$ cat src/burst_read_pkg.sv
// Constants, register layout and states of the clocked burst read control
`default_nettype none
package burst_read_pkg;
    // ************************************************************
    // Register map
    // ************************************************************
    localparam int WIN_AW = 13;
    localparam logic [WIN_AW-1:0] CTRL_OFFSET = 13'h101C;
    localparam logic [15:0] CTRL_RESET = 16'h0000;
    localparam int BIT_ENABLE = 0;
    localparam int BIT_EDGE = 1;
    localparam int BIT_HOLD = 2;
    localparam int DELAY_LSB = 8;
    localparam int DELAY_W = 4;
    localparam int SIZE_LSB = 12;
    localparam int SIZE_W = 4;
    localparam logic [15:0] CTRL_WMASK = 16'hFF07;
    localparam logic [SIZE_W-1:0] SIZE_MAX = 4'hA;
    localparam logic [4:0] DELAY_BASE = 5'h02;
    // ************************************************************
    // Burst sequencer
    // ************************************************************
    localparam int UNIT_W = 16;
    typedef enum logic [1:0] {ST_IDLE, ST_LAT, ST_DATA} burst_state_e;
endpackage
`default_nettype wire

$ cat src/pin_sync.sv
// Two-flop synchroniser for pins from outside the clock domain
`timescale 1ns/100ps
`default_nettype none
module pin_sync #(
    parameter int W = 1
) (
    // Clock and reset
    input wire logic clk_i,
    input wire logic rst_i,
    // Pins in, levels out
    input wire logic [W-1:0] pin_i,
    output logic [W-1:0] sync_o
);
    logic [W-1:0] meta_ff;
    logic [W-1:0] sync_ff;

    // ************************************************************
    // One synchroniser per bit
    // ************************************************************
    genvar g;
    generate
        for (g = 0; g < W; g++)
        begin : g_bit
            always_ff @(posedge clk_i)
            begin
                if (rst_i)
                begin
                    meta_ff[g] <= 1'b1;
                    sync_ff[g] <= 1'b1;
                end
                else
                begin
                    meta_ff[g] <= pin_i[g];
                    sync_ff[g] <= meta_ff[g];
                end
            end
        end
    endgenerate

    assign sync_o = sync_ff;
endmodule // pin_sync
`default_nettype wire

$ cat src/edge_find.sv
// Rising and falling edge pulses of a synchronised level
`timescale 1ns/100ps
`default_nettype none
module edge_find (
    // Clock and reset
    input wire logic clk_i,
    input wire logic rst_i,
    // Synchronised level in, pulses out
    input wire logic level_i,
    output logic rise_o,
    output logic fall_o
);
    logic last_ff;

    always_ff @(posedge clk_i)
    begin
        if (rst_i)
            last_ff <= 1'b1;
        else
            last_ff <= level_i;
    end

    assign rise_o = level_i & ~last_ff;
    assign fall_o = ~level_i & last_ff;
endmodule // edge_find
`default_nettype wire

$ cat src/burst_read_control.sv
// Burst read control: register slave, strobe timing and burst sequencer
`timescale 1ns/100ps
`default_nettype none
module burst_read_control (
    // Clock and reset
    input wire logic clk_i,
    input wire logic rst_i,
    // Wishbone slave
    input wire logic wb_cyc_i,
    input wire logic wb_stb_i,
    input wire logic wb_we_i,
    input wire logic [12:0] wb_adr_i,
    input wire logic [3:0] wb_sel_i,
    input wire logic [31:0] wb_dat_i,
    output logic [31:0] wb_dat_o,
    output logic wb_ack_o,
    // Host port pins
    input wire logic ce_n_i,
    input wire logic oe_n_i,
    input wire logic we_n_i,
    input wire logic burst_clk_i,
    input wire logic if_word_i,
    output logic [15:0] data_o,
    output logic data_oe_o,
    // Word source and strobe timing
    input wire logic [15:0] word_data_i,
    output logic word_take_o,
    output logic strobe_rd_o,
    output logic strobe_wr_o,
    output logic burst_busy_o
);
    // ************************************************************
    // Declarations
    // ************************************************************
    localparam int SIZE_W_L = burst_read_pkg::SIZE_W;
    localparam int UNIT_W_L = burst_read_pkg::UNIT_W;
    logic [15:0] ctrl_ff;
    logic ack_ff;
    logic [31:0] rdat_ff;
    logic [4:0] pins_s;
    logic ce_s;
    logic oe_s;
    logic we_s;
    logic clk_s;
    logic word_s;
    logic clk_rise;
    logic clk_fall;
    logic sel_rise;
    logic sel_fall;
    logic we_rise;
    logic we_fall;
    logic sample_evt;
    logic access_on;
    logic burst_en;
    logic hold_en;
    logic [SIZE_W_L-1:0] size_eff;
    logic [3:0] shift_amt;
    logic [UNIT_W_L-1:0] unit_limit;
    burst_read_pkg::burst_state_e state_ff;
    logic [4:0] lat_ff;
    logic [UNIT_W_L-1:0] units_ff;
    logic phase_ff;
    logic [15:0] data_ff;
    logic oe_ff;
    logic take_ff;
    logic rd_ff;
    logic wr_ff;
    logic hit;
    logic req;
    logic last_unit;

    // ************************************************************
    // Wishbone slave
    // ************************************************************
    // Window decode: every offset of the 8KB window answers
    assign req = wb_cyc_i & wb_stb_i & ~ack_ff;
    assign hit = (wb_adr_i == burst_read_pkg::CTRL_OFFSET);

    always_ff @(posedge clk_i)
    begin
        if (rst_i)
            ack_ff <= 1'b0;
        else
            ack_ff <= req;
    end

    // Write lands on the edge that sees ack high
    always_ff @(posedge clk_i)
    begin
        if (rst_i)
            ctrl_ff <= burst_read_pkg::CTRL_RESET;
        else if (wb_cyc_i && wb_stb_i && ack_ff && wb_we_i && hit)
        begin
            if (wb_sel_i[0])
                ctrl_ff[7:0] <= wb_dat_i[7:0] & burst_read_pkg::CTRL_WMASK[7:0];
            if (wb_sel_i[1])
                ctrl_ff[15:8] <= wb_dat_i[15:8];
        end
    end

    // Unmapped offsets read zero
    always_ff @(posedge clk_i)
    begin
        if (rst_i)
            rdat_ff <= 32'h00000000;
        else if (req && hit && !wb_we_i)
            rdat_ff <= {16'h0000, ctrl_ff};
        else
            rdat_ff <= 32'h00000000;
    end

    assign wb_ack_o = ack_ff;
    assign wb_dat_o = rdat_ff;

    // ************************************************************
    // Pin synchronisers and edge finders
    // ************************************************************
    pin_sync #(
        .W(5)
    ) u_sync (
        .clk_i(clk_i),
        .rst_i(rst_i),
        .pin_i({if_word_i, ~burst_clk_i, we_n_i, oe_n_i, ce_n_i}),
        .sync_o(pins_s)
    );

    assign ce_s = ~pins_s[0];
    assign oe_s = ~pins_s[1];
    assign we_s = ~pins_s[2];
    assign clk_s = ~pins_s[3];
    assign word_s = pins_s[4];
    assign access_on = ce_s & oe_s;

    edge_find u_clk_edge (
        .clk_i(clk_i),
        .rst_i(rst_i),
        .level_i(~clk_s),
        .rise_o(clk_fall),
        .fall_o(clk_rise)
    );

    edge_find u_rd_edge (
        .clk_i(clk_i),
        .rst_i(rst_i),
        .level_i(~access_on),
        .rise_o(sel_rise),
        .fall_o(sel_fall)
    );

    edge_find u_wr_edge (
        .clk_i(clk_i),
        .rst_i(rst_i),
        .level_i(~(ce_s & we_s)),
        .rise_o(we_rise),
        .fall_o(we_fall)
    );

    // ************************************************************
    // Configuration decode
    // ************************************************************
    assign burst_en = ctrl_ff[burst_read_pkg::BIT_ENABLE];
    assign hold_en = ctrl_ff[burst_read_pkg::BIT_HOLD];

    // Clock edges only count while enabled; the pin may float otherwise
    always_comb
    begin
        if (!burst_en)
            sample_evt = 1'b0;
        else if (ctrl_ff[burst_read_pkg::BIT_EDGE])
            sample_evt = clk_fall;
        else
            sample_evt = clk_rise;
    end

    // Out of range sizes clamp so the counter cannot overflow
    assign size_eff = (ctrl_ff[burst_read_pkg::SIZE_LSB +: SIZE_W_L] > burst_read_pkg::SIZE_MAX)
        ? burst_read_pkg::SIZE_MAX
        : ctrl_ff[burst_read_pkg::SIZE_LSB +: SIZE_W_L];

    always_comb
    begin
        if (hold_en && size_eff != 4'h0)
            shift_amt = size_eff - 4'h1;
        else if (hold_en)
            shift_amt = 4'h0;
        else
            shift_amt = size_eff;
    end

    assign unit_limit = UNIT_W_L'(1) << shift_amt;
    assign last_unit = (units_ff == unit_limit - UNIT_W_L'(1));

    // ************************************************************
    // Burst sequencer
    // ************************************************************
    always_ff @(posedge clk_i)
    begin
        if (rst_i)
            state_ff <= burst_read_pkg::ST_IDLE;
        else if (!burst_en)
            state_ff <= burst_read_pkg::ST_IDLE;
        else
        begin
            case (state_ff)
                burst_read_pkg::ST_IDLE:
                begin
                    // Every read is a burst once enabled
                    if (sample_evt && access_on)
                        state_ff <= burst_read_pkg::ST_LAT;
                end
                burst_read_pkg::ST_LAT:
                begin
                    if (!access_on)
                        state_ff <= burst_read_pkg::ST_IDLE;
                    else if (sample_evt && lat_ff == 5'h01)
                        state_ff <= burst_read_pkg::ST_DATA;
                end
                burst_read_pkg::ST_DATA:
                begin
                    if (!access_on)
                        state_ff <= burst_read_pkg::ST_IDLE;
                    else if (sample_evt && (phase_ff || !hold_en) && last_unit)
                        state_ff <= burst_read_pkg::ST_IDLE;
                end
                default:
                    state_ff <= burst_read_pkg::ST_IDLE;
            endcase
        end
    end

    // Word launched one edge early so the host can latch it on edge two plus delay
    always_ff @(posedge clk_i)
    begin
        if (rst_i)
            lat_ff <= 5'h00;
        else if (state_ff == burst_read_pkg::ST_IDLE)
            lat_ff <= burst_read_pkg::DELAY_BASE - 5'h01
                + {1'b0, ctrl_ff[burst_read_pkg::DELAY_LSB +: burst_read_pkg::DELAY_W]};
        else if (state_ff == burst_read_pkg::ST_LAT && sample_evt)
            lat_ff <= lat_ff - 5'h01;
    end

    // Hold phase: each word stays for one or two sample edges
    always_ff @(posedge clk_i)
    begin
        if (rst_i)
            phase_ff <= 1'b0;
        else if (state_ff != burst_read_pkg::ST_DATA)
            phase_ff <= 1'b0;
        else if (sample_evt && hold_en)
            phase_ff <= ~phase_ff;
    end

    always_ff @(posedge clk_i)
    begin
        if (rst_i)
            units_ff <= '0;
        else if (state_ff != burst_read_pkg::ST_DATA)
            units_ff <= '0;
        else if (sample_evt && (phase_ff || !hold_en))
            units_ff <= units_ff + UNIT_W_L'(1);
    end

    // Next word loads on entry and on each completed hold
    always_ff @(posedge clk_i)
    begin
        if (rst_i)
            take_ff <= 1'b0;
        else
            take_ff <= access_on && sample_evt
                && ((state_ff == burst_read_pkg::ST_LAT && lat_ff == 5'h01)
                || (state_ff == burst_read_pkg::ST_DATA && (phase_ff || !hold_en)
                && !last_unit));
    end

    always_ff @(posedge clk_i)
    begin
        if (rst_i)
            data_ff <= 16'h0000;
        else if (take_ff)
        begin
            // Byte wide port: units are bytes on the low lane
            if (word_s)
                data_ff <= word_data_i;
            else
                data_ff <= {8'h00, word_data_i[7:0]};
        end
    end

    always_ff @(posedge clk_i)
    begin
        if (rst_i)
            oe_ff <= 1'b0;
        else if (state_ff != burst_read_pkg::ST_DATA || !access_on || !burst_en)
            oe_ff <= 1'b0;
        else if (take_ff)
            oe_ff <= 1'b1;
    end

    assign data_o = data_ff;
    assign data_oe_o = oe_ff;
    assign word_take_o = take_ff;
    assign burst_busy_o = (state_ff != burst_read_pkg::ST_IDLE);

    // ************************************************************
    // Strobe timing outside bursts
    // ************************************************************
    // Strobe edges stand in for a clock when bursts are off
    always_ff @(posedge clk_i)
    begin
        if (rst_i)
        begin
            rd_ff <= 1'b0;
            wr_ff <= 1'b0;
        end
        else
        begin
            rd_ff <= !burst_en && sel_fall;
            wr_ff <= !burst_en && we_rise;
        end
    end

    assign strobe_rd_o = rd_ff;
    assign strobe_wr_o = wr_ff;

    // ************************************************************
    // Assertions
    // ************************************************************
    AST_DISABLED_IDLE: assert property (@(posedge clk_i) disable iff (rst_i)
        !burst_en |=> state_ff == burst_read_pkg::ST_IDLE && !oe_ff)
        else $error("burst active while disabled");

    AST_START: assert property (@(posedge clk_i) disable iff (rst_i)
        burst_en && state_ff == burst_read_pkg::ST_IDLE && sample_evt && access_on
        |=> state_ff == burst_read_pkg::ST_LAT)
        else $error("enabled read did not start a burst");

    AST_EDGE_SEL: assert property (@(posedge clk_i) disable iff (rst_i)
        sample_evt |-> (ctrl_ff[burst_read_pkg::BIT_EDGE]
            ? (!clk_s && $past(clk_s)) : (clk_s && !$past(clk_s))))
        else $error("wrong sampling edge");

    AST_LAT_DONE: assert property (@(posedge clk_i) disable iff (rst_i)
        state_ff == burst_read_pkg::ST_LAT && access_on && sample_evt && lat_ff == 5'h01
        |=> take_ff ##1 oe_ff)
        else $error("first word late");

    AST_HOLD_TWO: assert property (@(posedge clk_i) disable iff (rst_i)
        hold_en && state_ff == burst_read_pkg::ST_DATA && sample_evt && !phase_ff
        |=> !take_ff)
        else $error("word changed inside hold");

    AST_UNIT_LIMIT: assert property (@(posedge clk_i) disable iff (rst_i)
        state_ff == burst_read_pkg::ST_DATA |-> units_ff < unit_limit)
        else $error("burst ran past its length");

    AST_RSVD_ZERO: assert property (@(posedge clk_i) disable iff (rst_i)
        ack_ff |-> wb_dat_o[7:3] == 5'h00 && wb_dat_o[31:16] == 16'h0000)
        else $error("reserved bits not zero");

    AST_BYTE_LANE: assert property (@(posedge clk_i) disable iff (rst_i)
        oe_ff && !word_s && $stable(word_s) |-> data_ff[15:8] == 8'h00)
        else $error("upper lane driven in byte mode");

    AST_ACK_ONE: assert property (@(posedge clk_i) disable iff (rst_i)
        req |=> ack_ff ##1 !ack_ff)
        else $error("window access not answered once");

    AST_ABORT: assert property (@(posedge clk_i) disable iff (rst_i)
        state_ff != burst_read_pkg::ST_IDLE && !access_on
        |=> state_ff == burst_read_pkg::ST_IDLE ##1 !oe_ff)
        else $error("burst kept after strobe release");

    AST_STROBE_ASYNC: assert property (@(posedge clk_i) disable iff (rst_i)
        rd_ff || wr_ff |-> !$past(burst_en))
        else $error("strobe timing used during burst mode");
endmodule // burst_read_control
`default_nettype wire

$ cat config.mk
export PLATFORM = sky130hd
export DESIGN_NAME = burst_read_control
export DESIGN_NICKNAME = d
export VERILOG_FILES = /design/src/burst_read_pkg.sv /design/src/pin_sync.sv /design/src/edge_find.sv /design/src/burst_read_control.sv
export SDC_FILE = /design/constraint.sdc
export NUM_CORES = 1
export LEC_CHECK = 0
export BUFFER_PORTS_ARGS = -buffer_cell sky130_fd_sc_hd__buf_2
export CAP_MARGIN = 20
export CELL_PAD_IN_SITES_DETAIL_PLACEMENT = 1
export CELL_PAD_IN_SITES_GLOBAL_PLACEMENT = 1
export CORE_AREA = 2 2 104 106
export DETAILED_ROUTE_END_ITERATION = 6
export DIE_AREA = 0 0 106 108
export GPL_TIMING_DRIVEN = 0
export PLACE_DENSITY_LB_ADDON = 0.1
export SYNTH_ARGS = -nofsm -noshare
export SYNTH_HDL_FRONTEND = slang
export SYNTH_HIERARCHICAL = 1
export SYNTH_SLANG_ARGS = --single-unit
$ cat constraint.sdc
create_clock -name clk_i -period 6.69 [get_ports clk_i]
set_input_delay 1.0035 -clock clk_i [delete_from_list [all_inputs] [get_ports clk_i]]
set_output_delay 1.0035 -clock clk_i [all_outputs]
set_load 0.005 [all_outputs]
==> results.sh <==
export IMPL_status="finished, final reports clean"
export IMPL_mappedNetlistArea_um2=4060
export IMPL_grt_ovfl_total=0
export IMPL_viasPerCell=4.89
export IMPL_dieArea_um2=11400
export IMPL_timing_hold_ws_ns=0.409
export IMPL_end_kind="register"
export IMPL_drt_iter0_markers=66
export IMPL_cp_max_fo=10
export IMPL_grt_setup_unrepaired="false"
export IMPL_yosys_warnings=6
export IMPL_critPathLaunch="ctrl_ff[14]$_SDFFE_PP0P_"
export IMPL_fin_util=0.484
export IMPL_setup_tns_ns=0
export IMPL_die_w_um=106
export IMPL_track_usage=0.181
export IMPL_clkPwrFrac=0.434
export IMPL_arrival_ns=4.36
export IMPL_hp_class="register to register"
export IMPL_htreeDepth=3
export IMPL_hold_start="u_sync/meta_ff[4]$_SDFF_PP1_"
export IMPL_reg2reg_from="ctrl_ff[14]$_SDFFE_PP0P_"
export IMPL_clock_path_buffers=2
export IMPL_drc=0
export IMPL_numPortBuffers=84
export IMPL_finClkSkew_ns=0.0101
export IMPL_max_slew_worst_pin_slew_ns=0.932
export IMPL_gp_congestion=0.845
export IMPL_vias=3527
export IMPL_regToRegEndpoint="word_take_o$_SDFF_PP0_"
export IMPL_wl_per_cell_um=13.8
export IMPL_combPwrFrac=0.042
export IMPL_cts_sinks=80
export IMPL_ctsHoldBuffers=0
export IMPL_cts_tree="built"
export IMPL_crit_slowest_cell="dfxtp_1"
export IMPL_hpwl_um=7620
export IMPL_diodes=0
export IMPL_antenna_found_initial=0
export IMPL_critical_path_class="register to register"
export IMPL_p_int_uw=720
export IMPL_wl_um=9950
export IMPL_cts_clk_slew_worst_paths_ns=0.08
export IMPL_cp_start_kind="register"
export IMPL_swShare=0.214
export IMPL_ant_nets=0
export IMPL_final_nets=662
export IMPL_cp_required_ns=6.90
export IMPL_clockRootBuffer="clkbuf_8"
export IMPL_r2r_setup_slack_ns=2.54
export IMPL_cts_buffers=9
export IMPL_areaGrowthSynthToFinish_pct=21.8
export IMPL_worstHoldEndpoint="u_sync/sync_o[4]$_SDFF_PP1_"
export IMPL_hold_depth=1
export IMPL_drive_gt1_frac=0.256
export IMPL_maxSlewViolCount=0
export IMPL_cts_resized_gates=0
export IMPL_core_area_um2=10200
export IMPL_max_cap_viol_count=0
export IMPL_die_h_um=108
export IMPL_grt_max_degree=15
export IMPL_clock_latency_ns=0.35
export IMPL_power_density_nw_per_um2=185
export IMPL_grt_pass1_vias=3557
export IMPL_slew_headroom=0.374
export IMPL_cts_setup_buffers=0
export IMPL_start_util=0.397
export IMPL_seqPwrFrac=0.524
export IMPL_max_stage_delay_ns=0.47
export IMPL_syn_avg_cell_area_um2=8.72
export IMPL_dr_pass1_iters=4
export IMPL_ir_drop_mv=0.108
export IMPL_finalSetupViolations=0
export IMPL_finalCriticalPeriod_ns=4.15
export IMPL_netlist_instances=466
export IMPL_grt_pass1_wl_um=16700
export IMPL_p_sw_uw=196
export IMPL_rows=37
export IMPL_worstPathCellList="buf_2 -> o21ai_1 -> nand2_1 -> ha_1 -> nor3b_2 -> o22ai_4 -> nor2_1 -> nand2_1 -> ha_1 -> buf_4 -> xnor2_1 -> and3_2 -> a31oi_1 -> o221ai_1 -> a2111o_1 -> nor4_2 -> o22ai_1"
export IMPL_r2r_cells=17
export IMPL_p_leak_nw=2.17
export IMPL_hold_viol=0
export IMPL_io_pins=129
export IMPL_fmax_ghz=0.241
export IMPL_post_route_period_util=0.620
[cell type report]
type                            count  area [um2]
Fill cell                        1262        5280
Multi-Input combinational cell    351        2210
Sequential cell                    80        1600
Timing Repair Buffer               84         420
Buffer                             42         273
Tap cell                          136         170
Clock buffer                       10         138
Clock inverter                      5        81.3
Inverter                           13        48.8
[flip-flops by register name, indices dropped and copies added (netlist names), 2 cells and up]
register,cells
data_o,16
units_ff,16
ctrl_ff,11
wb_dat_o,11
lat_ff,5
u_sync/meta_ff,5
u_sync/sync_o,5
state_ff,2
[routing by layer]
layer | up-vias | GRT usage | part of all wire
li1 | 1780 | - | -
met1 | 1695 | 0.215 | 0.45
met2 | 46 | 0.334 | 0.51
met3 | 6 | 0.0398 | 0.032
met4 | 0 | 0.0376 | 0.0073
met5 | - | 0 | 0
[critical path, delay by kind of cell, from the launching register on]
kind | cells | cell delay, ns
simple gates | 6 | 1.42
compound gates | 6 | 1.14
flops | 1 | 0.47
buf+inv | 2 | 0.44
fa+ha+maj | 2 | 0.41
xor+xnor | 1 | 0.12
[through the flow]
stage          instance area, um2  setup WS (ns)  std cells  total power [mW]
2_1_floorplan                4140           3.14        486             0.511
3_3_place_gp                 4730           2.61        706             0.529
3_5_place_dp                 4730           2.57        706             0.530
4_1_cts                      4950           2.53        721             0.933
5_1_grt                      4950           2.31        721             0.956
6_report                     4950           2.54        721             0.916
[worst max-delay path by stage]
| stage | endpoint | slack (ns) | cells after the start |
|---|---|---|---|
| final | word_take_o$_SDFF_PP0_ | 2.54 | 17 |
| after global routing | word_take_o$_SDFF_PP0_ | 2.31 | 18 |
| after CTS | word_take_o$_SDFF_PP0_ | 2.53 | 17 |
| after detailed placement | word_take_o$_SDFF_PP0_ | 2.57 | 17 |
| after global placement | word_take_o$_SDFF_PP0_ | 2.61 | 17 |
| after floorplan | word_take_o$_SDFF_PP0_ | 3.14 | 18 |
[cell usage in the layout, fill, tap and decap left out, types with 3 or more instances in the layout]
master    count
buf_2        86
dfxtp_1      80
nor2_1       70
nand2_1      27
buf_4        25
mux2i_1      22
conb_1       21
a21oi_1      16
xor2_1       16
nor2b_1      14
or2_1        14
inv_1        13
nor3_1       12
clkbuf_1     12
and2_1       12
o21ai_0      11
nand3_1      11
xnor2_1      11
clkbuf_8     10
nand4_1       7
ha_1          6
or3_1         5
nor4_1        5
a31oi_1       5
a22oi_1       4
nand2b_1      3
and3_1        3
nor3b_1       3
[power by group through the flow]
stage	registers [mW]	clock network, mW	logic (mW)
after floorplan	0.491	0	0.0197
after global placement	0.492	0	0.0374
after detailed placement	0.492	0	0.0384
after CTS	0.480	0.414	0.0386
after global routing	0.481	0.432	0.0431
final	0.480	0.398	0.0385
(Power assumes the default switching activity.)
